<file path="src/design/aom_pkg.sv">
// Package: constants, types and helpers for the converter output control block
package aom_pkg;
    localparam int RES_W = 11;
    localparam int LVL_W = 13;
    localparam logic signed [LVL_W-1:0] CODE_MIN = 13'sh0000;
    localparam logic signed [LVL_W-1:0] CODE_MAX = 13'sh07FF;
    // Register byte offsets
    localparam logic [7:0] OFS_STATUS = 8'h00;
    localparam logic [7:0] OFS_IRQ_STATUS = 8'h04;
    localparam logic [7:0] OFS_IRQ_CLEAR = 8'h08;
    localparam logic [7:0] OFS_IRQ_ENABLE = 8'h0C;
    localparam logic [7:0] OFS_CTRL = 8'h10;
    localparam logic [7:0] OFS_LAST_RESULT = 8'h14;
    localparam logic [7:0] OFS_SAMPLE_COUNT = 8'h18;
    // Interrupt bit positions
    localparam int IRQ_W = 3;
    localparam int IRQ_SAMPLE = 0;
    localparam int IRQ_OVER = 1;
    localparam int IRQ_POWER = 2;
    // Strap codes
    localparam logic [1:0] CF_DIFF_TWOS = 2'h3;
    localparam logic [1:0] CF_DIFF_OFFS = 2'h2;
    localparam logic [1:0] CF_SE_TWOS = 2'h1;
    localparam logic [1:0] CF_SE_OFFS = 2'h0;
    localparam logic [1:0] PS_DOWN = 2'h2;
    localparam logic [1:0] PS_SLEEP = 2'h1;
    // Reset values and bus response codes
    localparam logic [31:0] RST_WORD = 32'h0000_0000;
    localparam logic [IRQ_W-1:0] RST_IRQ = 3'h0;
    localparam logic [1:0] RESP_OKAY = 2'h0;
    localparam logic [1:0] RESP_SLVERR = 2'h2;

    typedef enum logic [1:0] {AOM_NORMAL, AOM_SLEEP, AOM_DOWN} aom_power_t;

    typedef struct packed {
        logic diff_clk;
        logic twos;
    } aom_cfg_t;

    typedef struct packed {
        logic over;
        logic [RES_W-1:0] word;
    } aom_result_t;

    function automatic aom_cfg_t decode_cfg(input logic [1:0] s);
        aom_cfg_t c;
        c.diff_clk = s[1];
        c.twos = (s == CF_DIFF_TWOS) || (s == CF_SE_TWOS);
        return c;
    endfunction

    function automatic aom_power_t decode_power(input logic [1:0] s);
        aom_power_t p;
        p = (s == PS_SLEEP) ? AOM_SLEEP : (s == 2'h0) ? AOM_NORMAL : AOM_DOWN;
        return p;
    endfunction

    function automatic aom_result_t convert(input logic signed [LVL_W-1:0] lvl, input logic twos);
        aom_result_t r;
        logic [RES_W-1:0] ob;
        r.over = (lvl < CODE_MIN) || (lvl > CODE_MAX);
        ob = (lvl < CODE_MIN) ? CODE_MIN[RES_W-1:0] : (lvl > CODE_MAX) ? CODE_MAX[RES_W-1:0] : lvl[RES_W-1:0];
        r.word = twos ? {~ob[RES_W-1], ob[RES_W-2:0]} : ob;
        return r;
    endfunction
endpackage

</file>
<file path="src/design/aom_ctrl.sv">
// Converter output control: strap decode, sample timing, result outputs, AXI4-Lite registers
`timescale 1ns/10ps
// Function
// - Decode four-level clock/format strap into clock mode and output number format.
// - Decode three-level power strap: power-down, sleep or normal conversion.
// - Take each new sample on the falling edge of the selected clock input.
// - Present an 11-bit result word, bit 0 least significant.
// - Over-range flag high when input lies outside codes 0 to 2047.
// - Strobe toggles at sample rate, one result word per strobe period.
module aom_ctrl #(
    parameter int ADDR_W = 8
) (
    // Clock and reset
    input wire logic aclk,
    input wire logic aresetn,
    // AXI4-Lite slave
    input wire logic [ADDR_W-1:0] s_axi_awaddr,
    input wire logic s_axi_awvalid,
    output logic s_axi_awready,
    input wire logic [31:0] s_axi_wdata,
    input wire logic [3:0] s_axi_wstrb,
    input wire logic s_axi_wvalid,
    output logic s_axi_wready,
    output logic [1:0] s_axi_bresp,
    output logic s_axi_bvalid,
    input wire logic s_axi_bready,
    input wire logic [ADDR_W-1:0] s_axi_araddr,
    input wire logic s_axi_arvalid,
    output logic s_axi_arready,
    output logic [31:0] s_axi_rdata,
    output logic [1:0] s_axi_rresp,
    output logic s_axi_rvalid,
    input wire logic s_axi_rready,
    // Pins from outside
    input wire logic sample_clk_p,
    input wire logic sample_clk_n,
    input wire logic [1:0] clock_format_strap,
    input wire logic [1:0] power_state_strap,
    input wire logic signed [aom_pkg::LVL_W-1:0] analog_level,
    // Result outputs and interrupt
    output logic [aom_pkg::RES_W-1:0] result_word,
    output logic over_range_flag,
    output logic output_strobe,
    output logic irq
);
    // Synchronisers
    logic p1, p2, n1, n2, clk_prev;
    logic [1:0] cf1, cf2, ps1, ps2;
    logic signed [aom_pkg::LVL_W-1:0] lv1, lv2;
    logic [1:0] next_cf1, next_ps1;
    // Core state
    aom_pkg::aom_result_t res, next_res;
    aom_pkg::aom_power_t pw_prev, next_pw_prev;
    logic strobe, next_strobe, next_clk_prev;
    logic [31:0] sample_count, next_sample_count;
    logic [aom_pkg::IRQ_W-1:0] irq_st, next_irq_st, irq_en, next_irq_en, irq_clr;
    logic standby, next_standby, next_irq;
    // Bus state
    logic aw_hold, next_aw_hold, w_hold, next_w_hold;
    logic [ADDR_W-1:0] aw_addr, next_aw_addr;
    logic [31:0] w_data, next_w_data, next_rdata;
    logic [3:0] w_strb, next_w_strb;
    logic next_awready, next_wready, next_bvalid, next_arready, next_rvalid;
    logic [1:0] next_bresp, next_rresp;
    logic do_write;
    // Decoded view
    aom_pkg::aom_cfg_t cfg;
    aom_pkg::aom_power_t pw;
    aom_pkg::aom_result_t conv;
    logic clk_eff, fall, rise, active;
    logic [aom_pkg::IRQ_W-1:0] ev;

    always_comb begin
        cfg = aom_pkg::decode_cfg(cf2);
        pw = aom_pkg::decode_power(ps2);
        clk_eff = cfg.diff_clk ? (p2 & ~n2) : p2;
        fall = clk_prev & ~clk_eff;
        rise = ~clk_prev & clk_eff;
        active = (pw == aom_pkg::AOM_NORMAL) && !standby;
        conv = aom_pkg::convert(lv2, cfg.twos);
        next_cf1 = clock_format_strap;
        next_ps1 = power_state_strap;
        next_clk_prev = clk_eff;
        next_pw_prev = pw;
        next_res = res;
        next_strobe = strobe;
        next_sample_count = sample_count;
        ev = '0;
        if (!active) begin
            next_strobe = 1'b0;
        end else if (fall) begin
            next_res = conv;
            next_strobe = 1'b0;
            next_sample_count = sample_count + 32'h0000_0001;
            ev[aom_pkg::IRQ_SAMPLE] = 1'b1;
            ev[aom_pkg::IRQ_OVER] = conv.over;
        end else if (rise) begin
            next_strobe = 1'b1;
        end
        ev[aom_pkg::IRQ_POWER] = (pw != pw_prev);
        irq_clr = '0;
        next_irq_en = irq_en;
        next_standby = standby;
        if (do_write && aw_addr == aom_pkg::OFS_IRQ_CLEAR && w_strb[0]) begin
            irq_clr = w_data[aom_pkg::IRQ_W-1:0];
        end
        if (do_write && aw_addr == aom_pkg::OFS_IRQ_ENABLE && w_strb[0]) begin
            next_irq_en = w_data[aom_pkg::IRQ_W-1:0];
        end
        if (do_write && aw_addr == aom_pkg::OFS_CTRL && w_strb[0]) begin
            next_standby = w_data[0];
        end
        next_irq_st = (irq_st & ~irq_clr) | ev;
        next_irq = |(next_irq_st & next_irq_en);
    end

    always_ff @(posedge aclk) begin
        p1 <= sample_clk_p;
        p2 <= p1;
        n1 <= sample_clk_n;
        n2 <= n1;
        cf1 <= next_cf1;
        cf2 <= cf1;
        ps1 <= next_ps1;
        ps2 <= ps1;
        lv1 <= analog_level;
        lv2 <= lv1;
        // Edge history follows the pin through reset, so no false edge after release
        clk_prev <= next_clk_prev;
        if (!aresetn) begin
            pw_prev <= aom_pkg::AOM_NORMAL;
            res <= '0;
            strobe <= 1'b0;
            sample_count <= aom_pkg::RST_WORD;
            irq_st <= aom_pkg::RST_IRQ;
            irq_en <= aom_pkg::RST_IRQ;
            standby <= 1'b0;
            irq <= 1'b0;
        end else begin
            pw_prev <= next_pw_prev;
            res <= next_res;
            strobe <= next_strobe;
            sample_count <= next_sample_count;
            irq_st <= next_irq_st;
            irq_en <= next_irq_en;
            standby <= next_standby;
            irq <= next_irq;
        end
    end

    assign result_word = res.word;
    assign over_range_flag = res.over;
    assign output_strobe = strobe;

    // AXI4-Lite slave
    always_comb begin
        next_aw_hold = aw_hold;
        next_aw_addr = aw_addr;
        next_w_hold = w_hold;
        next_w_data = w_data;
        next_w_strb = w_strb;
        next_bvalid = s_axi_bvalid && !s_axi_bready;
        next_bresp = s_axi_bresp;
        next_rvalid = s_axi_rvalid && !s_axi_rready;
        next_rdata = s_axi_rdata;
        next_rresp = s_axi_rresp;
        if (s_axi_awvalid && s_axi_awready) begin
            next_aw_hold = 1'b1;
            next_aw_addr = s_axi_awaddr;
        end
        if (s_axi_wvalid && s_axi_wready) begin
            next_w_hold = 1'b1;
            next_w_data = s_axi_wdata;
            next_w_strb = s_axi_wstrb;
        end
        do_write = aw_hold && w_hold && !s_axi_bvalid;
        if (do_write) begin
            next_aw_hold = 1'b0;
            next_w_hold = 1'b0;
            next_bvalid = 1'b1;
            next_bresp = (aw_addr == aom_pkg::OFS_IRQ_CLEAR || aw_addr == aom_pkg::OFS_IRQ_ENABLE ||
                          aw_addr == aom_pkg::OFS_CTRL) ? aom_pkg::RESP_OKAY : aom_pkg::RESP_SLVERR;
        end
        if (s_axi_arvalid && s_axi_arready) begin
            next_rvalid = 1'b1;
            next_rresp = aom_pkg::RESP_OKAY;
            unique case (s_axi_araddr)
                aom_pkg::OFS_STATUS: next_rdata = {26'h0, strobe, active, pw, cfg.twos, cfg.diff_clk};
                aom_pkg::OFS_IRQ_STATUS: next_rdata = {29'h0, irq_st};
                aom_pkg::OFS_IRQ_CLEAR: next_rdata = aom_pkg::RST_WORD;
                aom_pkg::OFS_IRQ_ENABLE: next_rdata = {29'h0, irq_en};
                aom_pkg::OFS_CTRL: next_rdata = {31'h0, standby};
                aom_pkg::OFS_LAST_RESULT: next_rdata = {20'h0, res};
                aom_pkg::OFS_SAMPLE_COUNT: next_rdata = sample_count;
                default: begin
                    next_rdata = aom_pkg::RST_WORD;
                    next_rresp = aom_pkg::RESP_SLVERR;
                end
            endcase
        end
        next_awready = !next_aw_hold && !next_bvalid;
        next_wready = !next_w_hold && !next_bvalid;
        next_arready = !next_rvalid;
    end

    always_ff @(posedge aclk) begin
        if (!aresetn) begin
            aw_hold <= 1'b0;
            aw_addr <= '0;
            w_hold <= 1'b0;
            w_data <= aom_pkg::RST_WORD;
            w_strb <= 4'h0;
            s_axi_awready <= 1'b0;
            s_axi_wready <= 1'b0;
            s_axi_bvalid <= 1'b0;
            s_axi_bresp <= aom_pkg::RESP_OKAY;
            s_axi_arready <= 1'b0;
            s_axi_rvalid <= 1'b0;
            s_axi_rdata <= aom_pkg::RST_WORD;
            s_axi_rresp <= aom_pkg::RESP_OKAY;
        end else begin
            aw_hold <= next_aw_hold;
            aw_addr <= next_aw_addr;
            w_hold <= next_w_hold;
            w_data <= next_w_data;
            w_strb <= next_w_strb;
            s_axi_awready <= next_awready;
            s_axi_wready <= next_wready;
            s_axi_bvalid <= next_bvalid;
            s_axi_bresp <= next_bresp;
            s_axi_arready <= next_arready;
            s_axi_rvalid <= next_rvalid;
            s_axi_rdata <= next_rdata;
            s_axi_rresp <= next_rresp;
        end
    end

    // Assertions
    logic in_range;
    assign in_range = (lv2 >= aom_pkg::CODE_MIN) && (lv2 <= aom_pkg::CODE_MAX);

    twos_format_a: assert property (@(posedge aclk) disable iff (!aresetn)
        active && fall && in_range && (cf2 == aom_pkg::CF_DIFF_TWOS || cf2 == aom_pkg::CF_SE_TWOS)
        |=> result_word == {~$past(lv2[10]), $past(lv2[9:0])})
        else $error("two's complement word wrong");
    gnd_offset_a: assert property (@(posedge aclk) disable iff (!aresetn)
        active && fall && in_range && cf2 == aom_pkg::CF_SE_OFFS |=> result_word == $past(lv2[10:0]))
        else $error("offset binary word wrong for ground strap");
    power_quiet_a: assert property (@(posedge aclk) disable iff (!aresetn)
        pw != aom_pkg::AOM_NORMAL |=> !output_strobe && $stable(result_word))
        else $error("outputs moved while powered down or asleep");
    sample_edge_a: assert property (@(posedge aclk) disable iff (!aresetn)
        $changed(sample_count) |-> $past(fall) && $past(active))
        else $error("sample taken without falling clock edge");
    word_order_a: assert property (@(posedge aclk) disable iff (!aresetn)
        active && fall && lv2 == 13'sh0001 && !cfg.twos |=> result_word == 11'h001)
        else $error("result bit order wrong");
    over_flag_a: assert property (@(posedge aclk) disable iff (!aresetn)
        active && fall |=> over_range_flag == !$past(in_range))
        else $error("over-range flag wrong");
    strobe_rise_a: assert property (@(posedge aclk) disable iff (!aresetn)
        active && rise && !fall |=> output_strobe ##1 output_strobe [*1])
        else $error("strobe did not rise with sample clock");
    strobe_fall_a: assert property (@(posedge aclk) disable iff (!aresetn)
        active && fall |=> !output_strobe && sample_count == $past(sample_count) + 32'h0000_0001)
        else $error("strobe or word count wrong at sample");
endmodule // aom_ctrl

</file>
<file path="config.mk">
export PLATFORM = sky130hd
export DESIGN_NAME = aom_ctrl
export DESIGN_NICKNAME = d
export VERILOG_FILES = /design/src/design/aom_pkg.sv /design/src/design/aom_ctrl.sv
export SDC_FILE = /design/constraint.sdc
export NUM_CORES = 1
export LEC_CHECK = 0
export ABC_CLOCK_PERIOD_IN_PS = 6000
export CORE_UTILIZATION = 41
export DETAILED_ROUTE_END_ITERATION = 7
export DONT_BUFFER_PORTS = 1
export GPL_TIMING_DRIVEN = 0
export SYNTH_ARGS = -nofsm -noshare
export SYNTH_HDL_FRONTEND = slang
export SYNTH_SLANG_ARGS = --single-unit
</file>
<file path="constraint.sdc">
create_clock -name aclk -period 6 [get_ports aclk]
set_clock_uncertainty 0.1 [all_clocks]
set_input_delay 0.6 -clock aclk [delete_from_list [all_inputs] [get_ports aclk]]
set_output_delay 0.6 -clock aclk [all_outputs]
set_load 0.01 [all_outputs]
</file>
==> reports/qor.yml <==
floorplanning:
  io_pins: 133
  die_y_um: 118
  core-area_mm2: 0.0129
  dieArea_mm2: 0.0139
  start_util_pct: 42.8
  die_w_um: 118
  num_rows: 41
place:
  hpwl_mm: 9.84
  gp_routability_congestion: 0.864
  io_buffers: 0
  dp_slack_ns: 3.38
cells_and_area:
  fin_util_pct: 48.6
  area_delta_synth_final_pct: 13.6
  nNetsFinal: 714
  fill_cells: 1245
  drive_gt1_share_pct: 6.19
  antenna_cells: 0
drt:
  drtIter0Drc: 264
  vias: 4388
  dr.pass1.iters: 5
  drtAntennaViolNets: 0
  vias_per_cell: 5.36
  wl_per_cell_um: 16.5
  wl_mm: 13.5
  drc: 0
synth:
  netlist.area_leader.share_pct: 53.5
  netlist_area_mm2: 0.00551
  ys_seq_area_share_pct: 53.5
  syn_inst: 615
  ys.flop_type: "dfxtp_1"
  yosys-top-cells-area: "dfxtp_1, a21oi_1, nor2_1"
  async_flop_share_pct: 0
  synth-edff-count: 0
  synth_top_area_cell: "dfxtp_1"
  avgSynthCellArea_um2: 8.95
  synth_seq_cells: 147
  yosys_warnings: 0
  yosysUniqueCellTypes: 53
sta:
  setup_violations: 0
  relSlewSlack_pct: 56.0
  setup_tns_ns: 0
  worst_slew_pin_slew_ns: 0.660
  finalCritPeriodShare_pct: 43.0
  finalHoldViolations: 0
  timing.fmax_mhz: 388
  slew_violations: 0
  grt_setup_unrepaired: "no"
  fin_crit_ns: 2.58
  fin_ws_ns: 3.42
clocking:
  htree_levels: 4
  cts_hold_buf: 0
  cts_root_buf: "clkbuf_16"
  cts_buffers: 17
  cts_resized: 0
  cts_max_path_buffers: 2
  clock_latency_ns: 0.42
  cts_tree: "built"
  clock_sinks: 147
  cts.clk_slew.worst_paths_ns: 0.06
  cts_setup_buffers: 0
worst_hold_path:
  hold_path_end: "ps1[0]"
  hold-path-cell-count: 0
  min_from: "power_state_strap[0]"
  min_path_type: "in2reg"
critical_path:
  worstPathMaxFanout: 10
  required_ns: 6.19
  startpoint_type: "flip-flop"
  worstReg2RegEnd: "sample_count[27]"
  crit_path_end_kind: "flip-flop"
  crit_arrival_ns: 2.77
  worstSetupPathType: "reg2reg"
  timing.reg2reg.setup_slack_ns: 3.42
  reg2reg_depth: 6
  reg2reg_from: "ps2[1]"
global_route:
  antenna_found_initial: 0
  grt_pass1_vias: 4168
  grt_max_degree: 17
  grt_pass1_wl_mm: 21.3
  grt_util_all_layers_pct: 20.1
  grt_overflow_total: 0
flow_run:
  max-cap-violations: 0
power_and_ir_drop:
  clockPowerShare_pct: 46.2
  power.share.switching_pct: 22.6
  p_comb_share_pct: 3.7
  internal-power_uw: 1580
  power_leakage_uw: 0.00212
  ir_drop_v: 0.000280
  switchingPower_uw: 462
  power.density_mw_per_mm2: 326
  power_frac_seq_pct: 50.1
outcome:
  run_status: "complete, no violations"
[critical path, cell delays in order, from the launching register on]
cell and delay, ns:
dfxtp_1 0.41, nor4b_4 0.53, nand4_1 0.43, clkbuf_1 0.38, nor4_1 0.38, xnor2_1 0.17, nor2_1 0.05
[per-layer routing]
metal,track usage (%),wire length [µm]
met1,23.7,5740
met2,31.8,6190
met3,8.38,1290
met4,8.57,241
met5,0,0
[cells in the final DEF, fill, tap and decap left out, types with 6 or more instances in the layout]
master       n
and3_1       7
nand3_1     36
nand3b_1     6
nand2b_1     7
a21oi_1     68
nor3_1      20
a2bb2oi_1    8
clkbuf_16   17
a22oi_1     10
nand2_1     66
dfxtp_1    147
xnor2_1     18
inv_1       11
and4_1       6
clkbuf_1    32
nand4_1      7
nor2_1      70
nor4_1      12
o21ai_0     13
or3_1        9
[registers in the layout (all words and copies together) (netlist names), 2 cells and up]
name          flops
s_axi_rdata      32
sample_count     32
lv1              13
lv2              13
result_word      11
aw_addr           8
irq_en            3
irq_st            3
w_data            3
cf1               2
cf2               2
ps1               2
ps2               2
pw_prev           2
[worst max path at each step]
stage | slack (ns) | start | cells past startpoint | end
after floorplan | 3.85 | s_axi_araddr[3] | 7 | s_axi_rdata[12]
after CTS | 3.47 | cf2[1] | 7 | sample_count[25]
after detailed placement | 3.38 | s_axi_araddr[3] | 7 | s_axi_rdata[25]
after global placement | 3.42 | s_axi_araddr[3] | 7 | s_axi_rdata[23]
final | 3.42 | ps2[1] | 6 | sample_count[27]
after global routing | 3.31 | cf2[1] | 7 | sample_count[27]
[cell families after synthesis]
family | count (synthesis) | share of synthesized area (%)
adders and majority gates | 1 | 0.227
xor gates and xnor gates | 23 | 3.66
DFF | 147 | 53.5
buffers and inverters | 49 | 3.50
muxes | 7 | 1.32
other | 1 | 0.0681
and+or+nand+nor | 266 | 24.4
AOI/OAI and AO/OA | 121 | 13.4
[layout make-up]
cell class,count,area (µm²),area share (%)
Multi-Input combinational cell,420,2370,38.0
Clock buffer,21,470,7.52
Sequential cell,147,2940,47.1
Clock inverter,9,58.8,0.940
Inverter,11,41.3,0.660
Tap cell,172,215,3.44
Buffer,38,151,2.42
[cell usage after synthesis (all sizes together), types with 2 or more instances]
| cell | number |
|---|---|
| a21oi | 68 |
| nand4 | 8 |
| nand2b | 7 |
| a221oi | 2 |
| or3 | 9 |
| a31oi | 3 |
| nor2 | 70 |
| nand2 | 66 |
| and4 | 6 |
| nand3 | 36 |
| buf | 7 |
| and2 | 6 |
| o21ai | 13 |
| a2bb2oi | 8 |
| o221ai | 2 |
| inv | 11 |
| dfxtp | 147 |
| xor2 | 5 |
| mux2 | 2 |
| a2111oi | 2 |
| o31ai | 3 |
| a22oi | 10 |
| or4 | 2 |
| a22o | 3 |
| and3 | 7 |
| nand3b | 6 |
| xnor2 | 18 |
| clkbuf | 31 |
| nand4b | 2 |
| mux2i | 5 |
| nor2b | 3 |
| nor3 | 20 |
| nor4 | 13 |
[power by group through the flow]
stage / combinational [µW] / sequential [µW] / clock, µW
6_report: 75.7 / 1020 / 944
5_1_grt: 85.0 / 1020 / 1010
3_3_place_gp: 74.1 / 1040 / 0
2_1_floorplan: 56.6 / 1040 / 0
3_5_place_dp: 75.8 / 1040 / 0
4_1_cts: 76.2 / 1020 / 967
[through the flow]
| step | instances | hold slack [ns] | total power [µW] | area, µm² |
|---|---|---|---|---|
| after floorplan | 616 | 0.210 | 1090 | 5510 |
| after global placement | 788 | 0.210 | 1120 | 5720 |
| after detailed placement | 788 | 0.212 | 1120 | 5720 |
| after CTS | 818 | 0.0800 | 2070 | 6250 |
| after global routing | 818 | 0.0790 | 2110 | 6250 |
| final | 818 | 0.104 | 2040 | 6250 |
Note: power is estimated with default switching activity, not from simulation.
